===== config.mk =====
export PLATFORM = sky130hd
export DESIGN_NAME = spw_top
export DESIGN_NICKNAME = d
export VERILOG_FILES = /design/src/hw/spw_pkg.sv /design/src/hw/spw_mem_if.sv /design/src/hw/spw_mem.sv /design/src/hw/spw_top.sv
export VERILOG_INCLUDE_DIRS = /design/src /design/src/hw
export SDC_FILE = /design/constraint.sdc
export NUM_CORES = 2
export LEC_CHECK = 0
export ABC_CLOCK_PERIOD_IN_PS = 4100
export BUFFER_PORTS_ARGS = -buffer_cell sky130_fd_sc_hd__buf_2
export CORE_UTILIZATION = 55
export CTS_CLUSTER_DIAMETER = 120
export DETAILED_ROUTE_END_ITERATION = 10
export PLACE_DENSITY = 0.83
export SYNTH_ARGS = -nofsm -noshare
export SYNTH_HDL_FRONTEND = slang
export SYNTH_SLANG_ARGS = --single-unit

===== constraint.sdc =====
create_clock -name pclk -period 4.1 [get_ports pclk]
set_input_delay 0.41 -clock pclk [delete_from_list [all_inputs] [get_ports pclk]]
set_output_delay 0.41 -clock pclk [all_outputs]
set_load 0.01 [all_outputs]

===== src/hw/spw_cfg.svh =====
`ifndef SPW_CFG_SVH
`define SPW_CFG_SVH

// register byte offsets on the apb bus
`define SPW_A_REQ0 8'h00
`define SPW_A_REQ1 8'h04
`define SPW_A_CTRL 8'h08
`define SPW_A_ERRC 8'h0c
`define SPW_A_RSP0 8'h10
`define SPW_A_RSP1 8'h14
`define SPW_A_STAT 8'h18
`define SPW_A_BADDR 8'h1c
`define SPW_A_BDATA 8'h20
`define SPW_A_PADDR 8'h24

// control register bit positions
`define SPW_CTRL_GO 0
`define SPW_CTRL_FAULT 1

// service byte layout and codes
`define SPW_HS_BIT 6
`define SPW_ERR_BIT 7
`define SPW_RSV_BIT 3
`define SPW_EXT 3'h4
`define SPW_RT_INIT 2'h2
`define SPW_RT_SEG 2'h3
`define SPW_RT_SEG_ALT 2'h1
`define SPW_SVC_OK 6'h04
`define SPW_SVC_ERR 6'h30

// parameter and segment limits
`define SPW_MAX_LEN 8'h80
`define SPW_SEG_MAX 3'h6

// error codes placed in bytes 5 to 8 of a drive abort
`define SPW_EC_NONE 32'h0000_0000
`define SPW_EC_LEN 32'h0000_0001
`define SPW_EC_SEQ 32'h0000_0002
`define SPW_EC_SEG 32'h0000_0003
`define SPW_EC_UNSUP 32'h0000_0004

// reset values
`define SPW_RST_WORD 32'h0000_0000
`define SPW_RST_BYTE 8'h00

`endif


===== src/hw/spw_pkg.sv =====
package spw_pkg;
   typedef logic [31:0] spw_word_t;
   typedef logic [63:0] spw_msg_t;
   typedef logic [7:0] spw_addr_t;
   // write sequence states, one-hot
   typedef enum logic [2:0] {
      SPW_IDLE = 3'b001,
      SPW_OPEN = 3'b010,
      SPW_STORE = 3'b100
   } spw_state_t;
endpackage : spw_pkg


===== src/hw/spw_mem_if.sv =====
interface spw_mem_if;
   logic we;
   logic [6:0] waddr;
   logic [7:0] wdata;
   logic [6:0] raddr;
   logic [7:0] rdata;
   modport ctl (output we, output waddr, output wdata, output raddr, input rdata);
   modport mem (input we, input waddr, input wdata, input raddr, output rdata);
endinterface : spw_mem_if


===== src/hw/spw_mem.sv =====
module spw_mem (
   input wire logic pclk,
   spw_mem_if.mem port
);
   logic [7:0] arr [128];

   // one byte written per cycle, read data registered
   always_ff @(posedge pclk) begin
      if (port.we) begin
         arr[port.waddr] <= port.wdata;
      end
      port.rdata <= arr[port.raddr];
   end
endmodule : spw_mem


===== src/hw/spw_top.sv =====
// The APB slave port and the register offsets were left to the implementer.
`include "spw_cfg.svh"

// Overview of operation
// - parameter at most 128 bytes long
// - handshake bit toggles on every message
// - reserved service bit 3 sent as zero
// - error bit clear in normal messages
// - initiate answer 44/04, echoes address, zeros
// - valid bytes fill front, only those taken
// - segment answer 44/04, all other bytes zero
// - drive abort F0/B0 with error code
// - abort discards all received data
module spw_top (
   input wire logic pclk,
   input wire logic presetn,
   input wire spw_pkg::spw_addr_t paddr,
   input wire logic psel,
   input wire logic penable,
   input wire logic pwrite,
   input wire spw_pkg::spw_word_t pwdata,
   output spw_pkg::spw_word_t prdata,
   output logic pready,
   output logic pslverr
);
   import spw_pkg::*;

   spw_mem_if mif ();

   spw_word_t req0_q, req1_q, errc_q, rdata_q;
   spw_msg_t rsp_q, rsp_d;
   spw_state_t state_q, state_d;
   logic go_q, fault_q, hs_q, valid_q, last_q;
   logic [7:0] sub_q, len_q, cnt_q;
   logic [15:0] idx_q;
   logic [6:0] baddr_q;
   logic [2:0] nleft_q;
   logic [47:0] dat_q;
   logic rsp_load, discard, open_load, seg_load;

   spw_mem u_mem (
      .pclk (pclk),
      .port (mif.mem)
   );

   // apb decode; the slave never waits, unmapped addresses answer pslverr
   wire apb_acc = psel & penable;
   wire apb_wr = apb_acc & pwrite;
   wire apb_setup = psel & ~penable;
   wire hit_req0 = paddr == `SPW_A_REQ0;
   wire hit_req1 = paddr == `SPW_A_REQ1;
   wire hit_ctrl = paddr == `SPW_A_CTRL;
   wire hit_errc = paddr == `SPW_A_ERRC;
   wire hit_baddr = paddr == `SPW_A_BADDR;
   wire hit_ro = paddr == `SPW_A_RSP0 || paddr == `SPW_A_RSP1 || paddr == `SPW_A_STAT ||
                 paddr == `SPW_A_BDATA || paddr == `SPW_A_PADDR;
   wire hit_any = hit_req0 | hit_req1 | hit_ctrl | hit_errc | hit_baddr | hit_ro;
   assign pready = 1'b1;
   assign pslverr = apb_acc & ~hit_any;
   assign prdata = rdata_q;

   // go is refused while a segment is still being stored
   wire busy = go_q | (state_q == SPW_STORE);
   wire go_wr = apb_wr & hit_ctrl & pwdata[`SPW_CTRL_GO] & ~busy;

   // request decode from the message registers
   wire [7:0] svc = req0_q[31:24];
   wire [7:0] ctl = req0_q[23:16];
   wire hs_in = svc[`SPW_HS_BIT];
   wire ext = svc[2:0] == `SPW_EXT;
   wire plain = ext & ~svc[`SPW_ERR_BIT] & ~svc[`SPW_RSV_BIT];
   wire is_abort = ext & svc[`SPW_ERR_BIT];
   wire is_init = plain & (svc[5:4] == `SPW_RT_INIT);
   wire is_seg = plain & (svc[5:4] == `SPW_RT_SEG || svc[5:4] == `SPW_RT_SEG_ALT);
   wire new_msg = go_q & (hs_in != hs_q);

   wire len_bad = req1_q == 32'h0 || req1_q > {24'h0, `SPW_MAX_LEN};
   wire [2:0] nnn = ctl[3:1];
   wire [7:0] cnt_sum = cnt_q + {5'h0, nnn};
   wire ctl_bad = nnn == 3'h0 || nnn > `SPW_SEG_MAX || ctl[7:4] != 4'h0;
   wire seg_bad = ctl_bad || cnt_sum > len_q || (ctl[0] && cnt_sum != len_q);
   wire is_open = state_q == SPW_OPEN;

   // service byte of an answer: handshake echoed, error or success form
   // answer service bits
   function automatic logic [7:0] svc_byte(input logic hs, input logic err);
      svc_byte = err ? {1'b1, hs, `SPW_SVC_ERR} : {1'b0, hs, `SPW_SVC_OK};
   endfunction : svc_byte

   // sequence decisions for a taken request and for the store walk
   always_comb begin
      state_d = state_q;
      rsp_d = rsp_q;
      rsp_load = 1'b0;
      discard = 1'b0;
      open_load = 1'b0;
      seg_load = 1'b0;
      unique case (state_q)
         SPW_IDLE, SPW_OPEN: begin
            if (new_msg) begin
               rsp_load = 1'b1;
               if (is_abort) begin
                  rsp_d = {svc_byte(hs_in, 1'b1), 24'h0, `SPW_EC_NONE};
                  discard = 1'b1;
                  state_d = SPW_IDLE;
               end else if (is_open && fault_q) begin
                  rsp_d = {svc_byte(hs_in, 1'b1), sub_q, idx_q, errc_q};
                  discard = 1'b1;
                  state_d = SPW_IDLE;
               end else if (is_init && len_bad) begin
                  rsp_d = {svc_byte(hs_in, 1'b1), req0_q[23:0], `SPW_EC_LEN};
                  discard = 1'b1;
                  state_d = SPW_IDLE;
               end else if (is_init) begin
                  rsp_d = {svc_byte(hs_in, 1'b0), req0_q[23:0], 32'h0};
                  open_load = 1'b1;
                  state_d = SPW_OPEN;
               end else if (is_seg && !is_open) begin
                  rsp_d = {svc_byte(hs_in, 1'b1), sub_q, idx_q, `SPW_EC_SEQ};
               end else if (is_seg && seg_bad) begin
                  rsp_d = {svc_byte(hs_in, 1'b1), sub_q, idx_q, `SPW_EC_SEG};
                  discard = 1'b1;
                  state_d = SPW_IDLE;
               end else if (is_seg) begin
                  // answer waits until the bytes are stored
                  rsp_load = 1'b0;
                  seg_load = 1'b1;
                  state_d = SPW_STORE;
               end else begin
                  rsp_d = {svc_byte(hs_in, 1'b1), sub_q, idx_q, `SPW_EC_UNSUP};
               end
            end
         end
         SPW_STORE: begin
            if (nleft_q == 3'h1) begin
               rsp_load = 1'b1;
               rsp_d = {svc_byte(hs_q, 1'b0), 56'h0};
               state_d = last_q ? SPW_IDLE : SPW_OPEN;
            end
         end
         default: begin
            state_d = SPW_IDLE;
         end
      endcase
   end

   // memory port: store walk writes one byte a cycle at the fill count
   assign mif.we = state_q == SPW_STORE;
   assign mif.waddr = cnt_q[6:0];
   assign mif.wdata = dat_q[47:40];
   assign mif.raddr = baddr_q;

   // apb writable registers
   always_ff @(posedge pclk or negedge presetn) begin
      if (!presetn) begin
         req0_q <= `SPW_RST_WORD;
         req1_q <= `SPW_RST_WORD;
         errc_q <= `SPW_RST_WORD;
         baddr_q <= 7'h0;
         go_q <= 1'b0;
      end else begin
         if (apb_wr && hit_req0) req0_q <= pwdata;
         if (apb_wr && hit_req1) req1_q <= pwdata;
         if (apb_wr && hit_errc) errc_q <= pwdata;
         if (apb_wr && hit_baddr) baddr_q <= pwdata[6:0];
         go_q <= go_wr;
      end
   end

   // fault arm: a fresh arm wins over the clear by the abort it causes
   always_ff @(posedge pclk or negedge presetn) begin
      if (!presetn) begin
         fault_q <= 1'b0;
      end else if (apb_wr && hit_ctrl && pwdata[`SPW_CTRL_FAULT]) begin
         fault_q <= 1'b1;
      end else if (discard) begin
         fault_q <= 1'b0;
      end
   end

   // sequence state, handshake and answer
   always_ff @(posedge pclk or negedge presetn) begin
      if (!presetn) begin
         state_q <= SPW_IDLE;
         hs_q <= 1'b0;
         rsp_q <= 64'h0;
      end else begin
         state_q <= state_d;
         if (new_msg) hs_q <= hs_in;
         if (rsp_load) rsp_q <= rsp_d;
      end
   end

   // parameter address, length, fill count and validity
   always_ff @(posedge pclk or negedge presetn) begin
      if (!presetn) begin
         sub_q <= `SPW_RST_BYTE;
         idx_q <= 16'h0;
         len_q <= `SPW_RST_BYTE;
         cnt_q <= `SPW_RST_BYTE;
         valid_q <= 1'b0;
      end else if (discard || open_load) begin
         cnt_q <= `SPW_RST_BYTE;
         valid_q <= 1'b0;
         if (open_load) begin
            sub_q <= req0_q[23:16];
            idx_q <= req0_q[15:0];
            len_q <= req1_q[7:0];
         end
      end else if (state_q == SPW_STORE) begin
         cnt_q <= cnt_q + 8'h01;
         if (nleft_q == 3'h1 && last_q) valid_q <= 1'b1;
      end
   end

   // segment latch; bytes leave from the front
   always_ff @(posedge pclk or negedge presetn) begin
      if (!presetn) begin
         dat_q <= 48'h0;
         nleft_q <= 3'h0;
         last_q <= 1'b0;
      end else if (seg_load) begin
         dat_q <= {req0_q[15:0], req1_q};
         nleft_q <= nnn;
         last_q <= ctl[0];
      end else if (state_q == SPW_STORE) begin
         dat_q <= {dat_q[39:0], 8'h00};
         nleft_q <= nleft_q - 3'h1;
      end
   end

   // read mux, sampled in the setup phase so prdata comes from a flop
   wire [31:0] stat_w = {8'h0, len_q, cnt_q, 3'h0, fault_q, hs_q, valid_q, is_open, busy};
   wire [31:0] bdata_w = {24'h0, valid_q ? mif.rdata : 8'h00};
   wire [31:0] rd_mux = hit_req0 ? req0_q :
                        hit_req1 ? req1_q :
                        hit_ctrl ? {30'h0, fault_q, 1'b0} :
                        hit_errc ? errc_q :
                        paddr == `SPW_A_RSP0 ? rsp_q[63:32] :
                        paddr == `SPW_A_RSP1 ? rsp_q[31:0] :
                        paddr == `SPW_A_STAT ? stat_w :
                        hit_baddr ? {25'h0, baddr_q} :
                        paddr == `SPW_A_BDATA ? bdata_w :
                        paddr == `SPW_A_PADDR ? {8'h0, sub_q, idx_q} : 32'h0;

   always_ff @(posedge pclk or negedge presetn) begin
      if (!presetn) begin
         rdata_q <= `SPW_RST_WORD;
      end else if (apb_setup) begin
         rdata_q <= rd_mux;
      end
   end
endmodule : spw_top


==> flow_summary.yaml <==
sta:
  grt_setup_unrepaired: "no"
  hold_viol: 0
  layout_min_cycle_time_ns: 3.82
  relSlewSlack_pct: 19.4
  fmax_ghz: 0.262
  finalCritPeriodShare_pct: 93.3
  setup_violations: 0
  finalSetupTns_ns: 0
  slew_viol_final: 0
  layout_setup_ws_ns: 0.276
  worst_pin_slew_ns: 1.21
  fin_skew_ns: 0.0403
clocking:
  root_buffer: "clkbuf_16"
  insertion_delay_ns: 0.72
  clk_pin_slew_ns: 0.06
  htree_num_levels: 3
  cts.sinks: 1325
  cts_max_path_buffers: 3
  cts_made_buffers: 120
  cts_tree: "built"
  cts_setup_buffers: 0
power:
  ir_worst_vdd_uv: 451
  leakagePower_nw: 18.2
  p_clk_share_pct: 43.7
  switching_power_mw: 5.42
  powerDensity_mw_per_mm2: 431
  intPower_mw: 20.9
  power.share.switching_pct: 20.6
  p_comb_share_pct: 1.6
  pwr-share-seq_pct: 54.6
  totalPowerFinal_mw: 26.3
layout:
  final_nets: 3499
  area.growth.synth_to_final_pct: 11.8
  final_common_cell: "edfxtp_1"
  design_area_mm2: 0.0610
  final_cell_mix: "edfxtp_1 (1,024), dfrtp_1 (280), mux2i_1 (205), nand2_1 (200), nor2_1 (198)"
  layout-drive-gt1-share_pct: 21.8
logic_synthesis:
  synthCells: 3326
  synth_area_leaders: "edfxtp_1 (56%), dfrtp_1 (13%), mux4_2 (8.0%), mux2i_1 (3.8%), mux2_2 (3.3%)"
  synth_top_cell_by_area: "edfxtp_1"
  yosysTopAreaCellShare_pct: 56.4
  synth-edff-count: 1024
  async_flop_share_pct: 22.1
  synth_area_per_cell_um2: 16.4
  syn-cell-area_mm2: 0.0545
  syn-num-nets: 3386
  synth.distinct_cells: 84
  ys_seq_area_share_pct: 70.1
  synth_ff_type: "edfxtp_1"
  synth_seq_cells: 1325
  yosysWarningCount: 0
placed_design:
  place_area_mm2: 0.0567
  pre_cts_ws_ns: 0.161
  portBuffers: 77
  gp_congestion: 0.930
  dp_hpwl_um: 84900
min_path:
  hp-class: "input pin to flip-flop"
setup_path:
  max_stage_delay_ns: 0.54
  crit_slowest_cell: "nor4_4"
  endpoint_kind: "flip-flop"
  critical-path-top-delay-family: "simple AND/OR/NAND/NOR gates"
  cp-start-kind: "flip-flop"
  worstPathArrival_ns: 4.46
  r2r_slack_ns: 0.28
  cp_max_fo: 38
  worst_ep_required_time_ns: 4.73
  critPathBufInv: 1
  worstPathCellList: "ha_1, fa_1, a21o_1, nand2_1, nor2_1, xor2_1, ha_1, nand4_1, nor2_1, a221oi_2, nor4_4, and2_1, buf_6, a221o_1"
  crit_type: "flip-flop to flip-flop"
floorplan:
  core_mm2: 0.0983
  ioPinCount: 79
  die_w_um: 317
  design.die.area_mm2: 0.100
  start_util_pct: 55.5
  die_y_um: 317
  rows: 115
drt:
  wl_met2_um: 67600
  dr.pass1.iters: 7
  ant_nets: 0
  viasPerCell: 6.82
  wl_met1_um: 52300
  drt_iter0_markers: 5376
  drc_errors: 0
  wl_met3_um: 16600
  top_layer: "met5"
  post_drt_wl_per_cell_um: 29.6
  drt_wl_total_um: 143000
  vias: 33000
grt:
  antenna_found_initial: 6
  grt_first_pass_wirelength_um: 210000
  grt_pass1_vias: 32400
  grt_overflow: 0
  grt_use_total_pct: 28.3
  grt_max_degree: 118
run:
  cap_violations: 0
outcome:
  status: "finished clean"
[state kept, by name (all words and copies together) (netlist names), 3 cells and up]
register          flops
u_mem.arr          1024
rsp_q                59
dat_q                48
errc_q               32
prdata               32
req0_q               32
req1_q               32
idx_q                16
cnt_q                 8
len_q                 8
sub_q                 8
u_mem.port.rdata      8
baddr_q               7
nleft_q               3
state_q               3
[path summary, 6_finish.rpt]
kind / from / endpoint / cells after the start
hold reg to reg: prdata[26] / prdata[26] / 2
setup / recovery: req0_q[17] / dat_q[37] / 14
max in group asynchronous: presetn / rsp_q[25] / 3
hold / removal: pwdata[31] / req1_q[31] / 2
setup reg to reg: req0_q[17] / dat_q[37] / 14
min in group asynchronous: presetn / prdata[14] / 2
[layer usage]
layer	vias up	global-route usage [%]
li1	13300	-
met1	16600	38.1
met2	2561	45.0
met3	468	6.63
met4	8	11.3
met5	-	0
[through the flow]
| step | utilization, % | std cells | hold slack [ns] |
|---|---|---|---|
| 3_5_place_dp | 57.7 | 4579 | 0.467 |
| 2_1_floorplan | - | 3326 | 0.114 |
| 4_1_cts | 62.0 | 4833 | 0.00635 |
| 6_report | 62.1 | 4835 | 0.0512 |
| 3_3_place_gp | 57.7 | 4579 | 0.460 |
| 5_1_grt | 62.1 | 4834 | 0.0213 |
[Yosys cell counts (5+ instances only)]
master     count
edfxtp_1    1024
dfrtp_1      292
mux2i_1      205
nor2_1       201
nand2_1      200
mux4_2       193
mux2_2       160
clkbuf_1     142
o21ai_0      130
a21oi_1       81
o22ai_1       72
a211oi_1      71
buf_2         50
and2_1        44
a221o_1       42
o31ai_1       34
nand3_1       27
nor2b_1       26
buf_1         22
a22oi_1       20
nor4_1        19
inv_1         18
o32a_1        16
ha_1          14
nand4_1       14
a21o_1        13
o21ai_1       13
mux2_1        12
a2111oi_0      9
a211o_1        9
nand3b_1       9
xor2_1         9
a221oi_1       8
dfxtp_1        8
nand2b_1       8
nor3_1         8
and3_1         7
xnor2_1        7
or2_2          6
or3_1          6
a31oi_1        5
a32o_1         5
[power groups by stage]
stage / Clock, mW / Sequential (mW) / Combinational [mW]
2_1_floorplan: 0 / 14.6 / 0.199
3_3_place_gp: 0 / 14.7 / 0.388
3_5_place_dp: 0 / 14.7 / 0.394
4_1_cts: 11.5 / 14.4 / 0.419
5_1_grt: 12.0 / 14.4 / 0.456
6_report: 11.5 / 14.4 / 0.426
[cell type report]
| cell class | instances | area, um2 |
|---|---|---|
| Inverter | 19 | 71.3 |
| Sequential cell | 1325 | 38300 |
| Antenna cell | 2 | 5.00 |
| Clock inverter | 79 | 847 |
| Timing Repair Buffer | 213 | 1620 |
| Fill cell | 6541 | 37300 |
| Tap cell | 1287 | 1610 |
| Multi-Input combinational cell | 1760 | 15300 |
| Clock buffer | 150 | 3210 |
[logic make-up (layout without fill, tap and decap cells)]
logic type	count (synthesis)	in the layout	share of synthesized area, %
compound gates	557	557	6.88
flops	1325	1325	70.1
fa+ha+maj	15	15	0.358
simple gates	601	601	5.22
mux	570	570	15.3
xor+xnor	16	16	0.257
buf+inv	241	461	1.86
other cells	1	3	0.00688
[timing repair]
item | 4_1_cts | 5_1_grt
setup endpoints to repair | 0 | 44
hold buffers | 25 | 0
endpoints found under the hold margin | 189 | 0
resized for setup | 0 | 3
No activity file was read; power rests on OpenSTA's default activity.
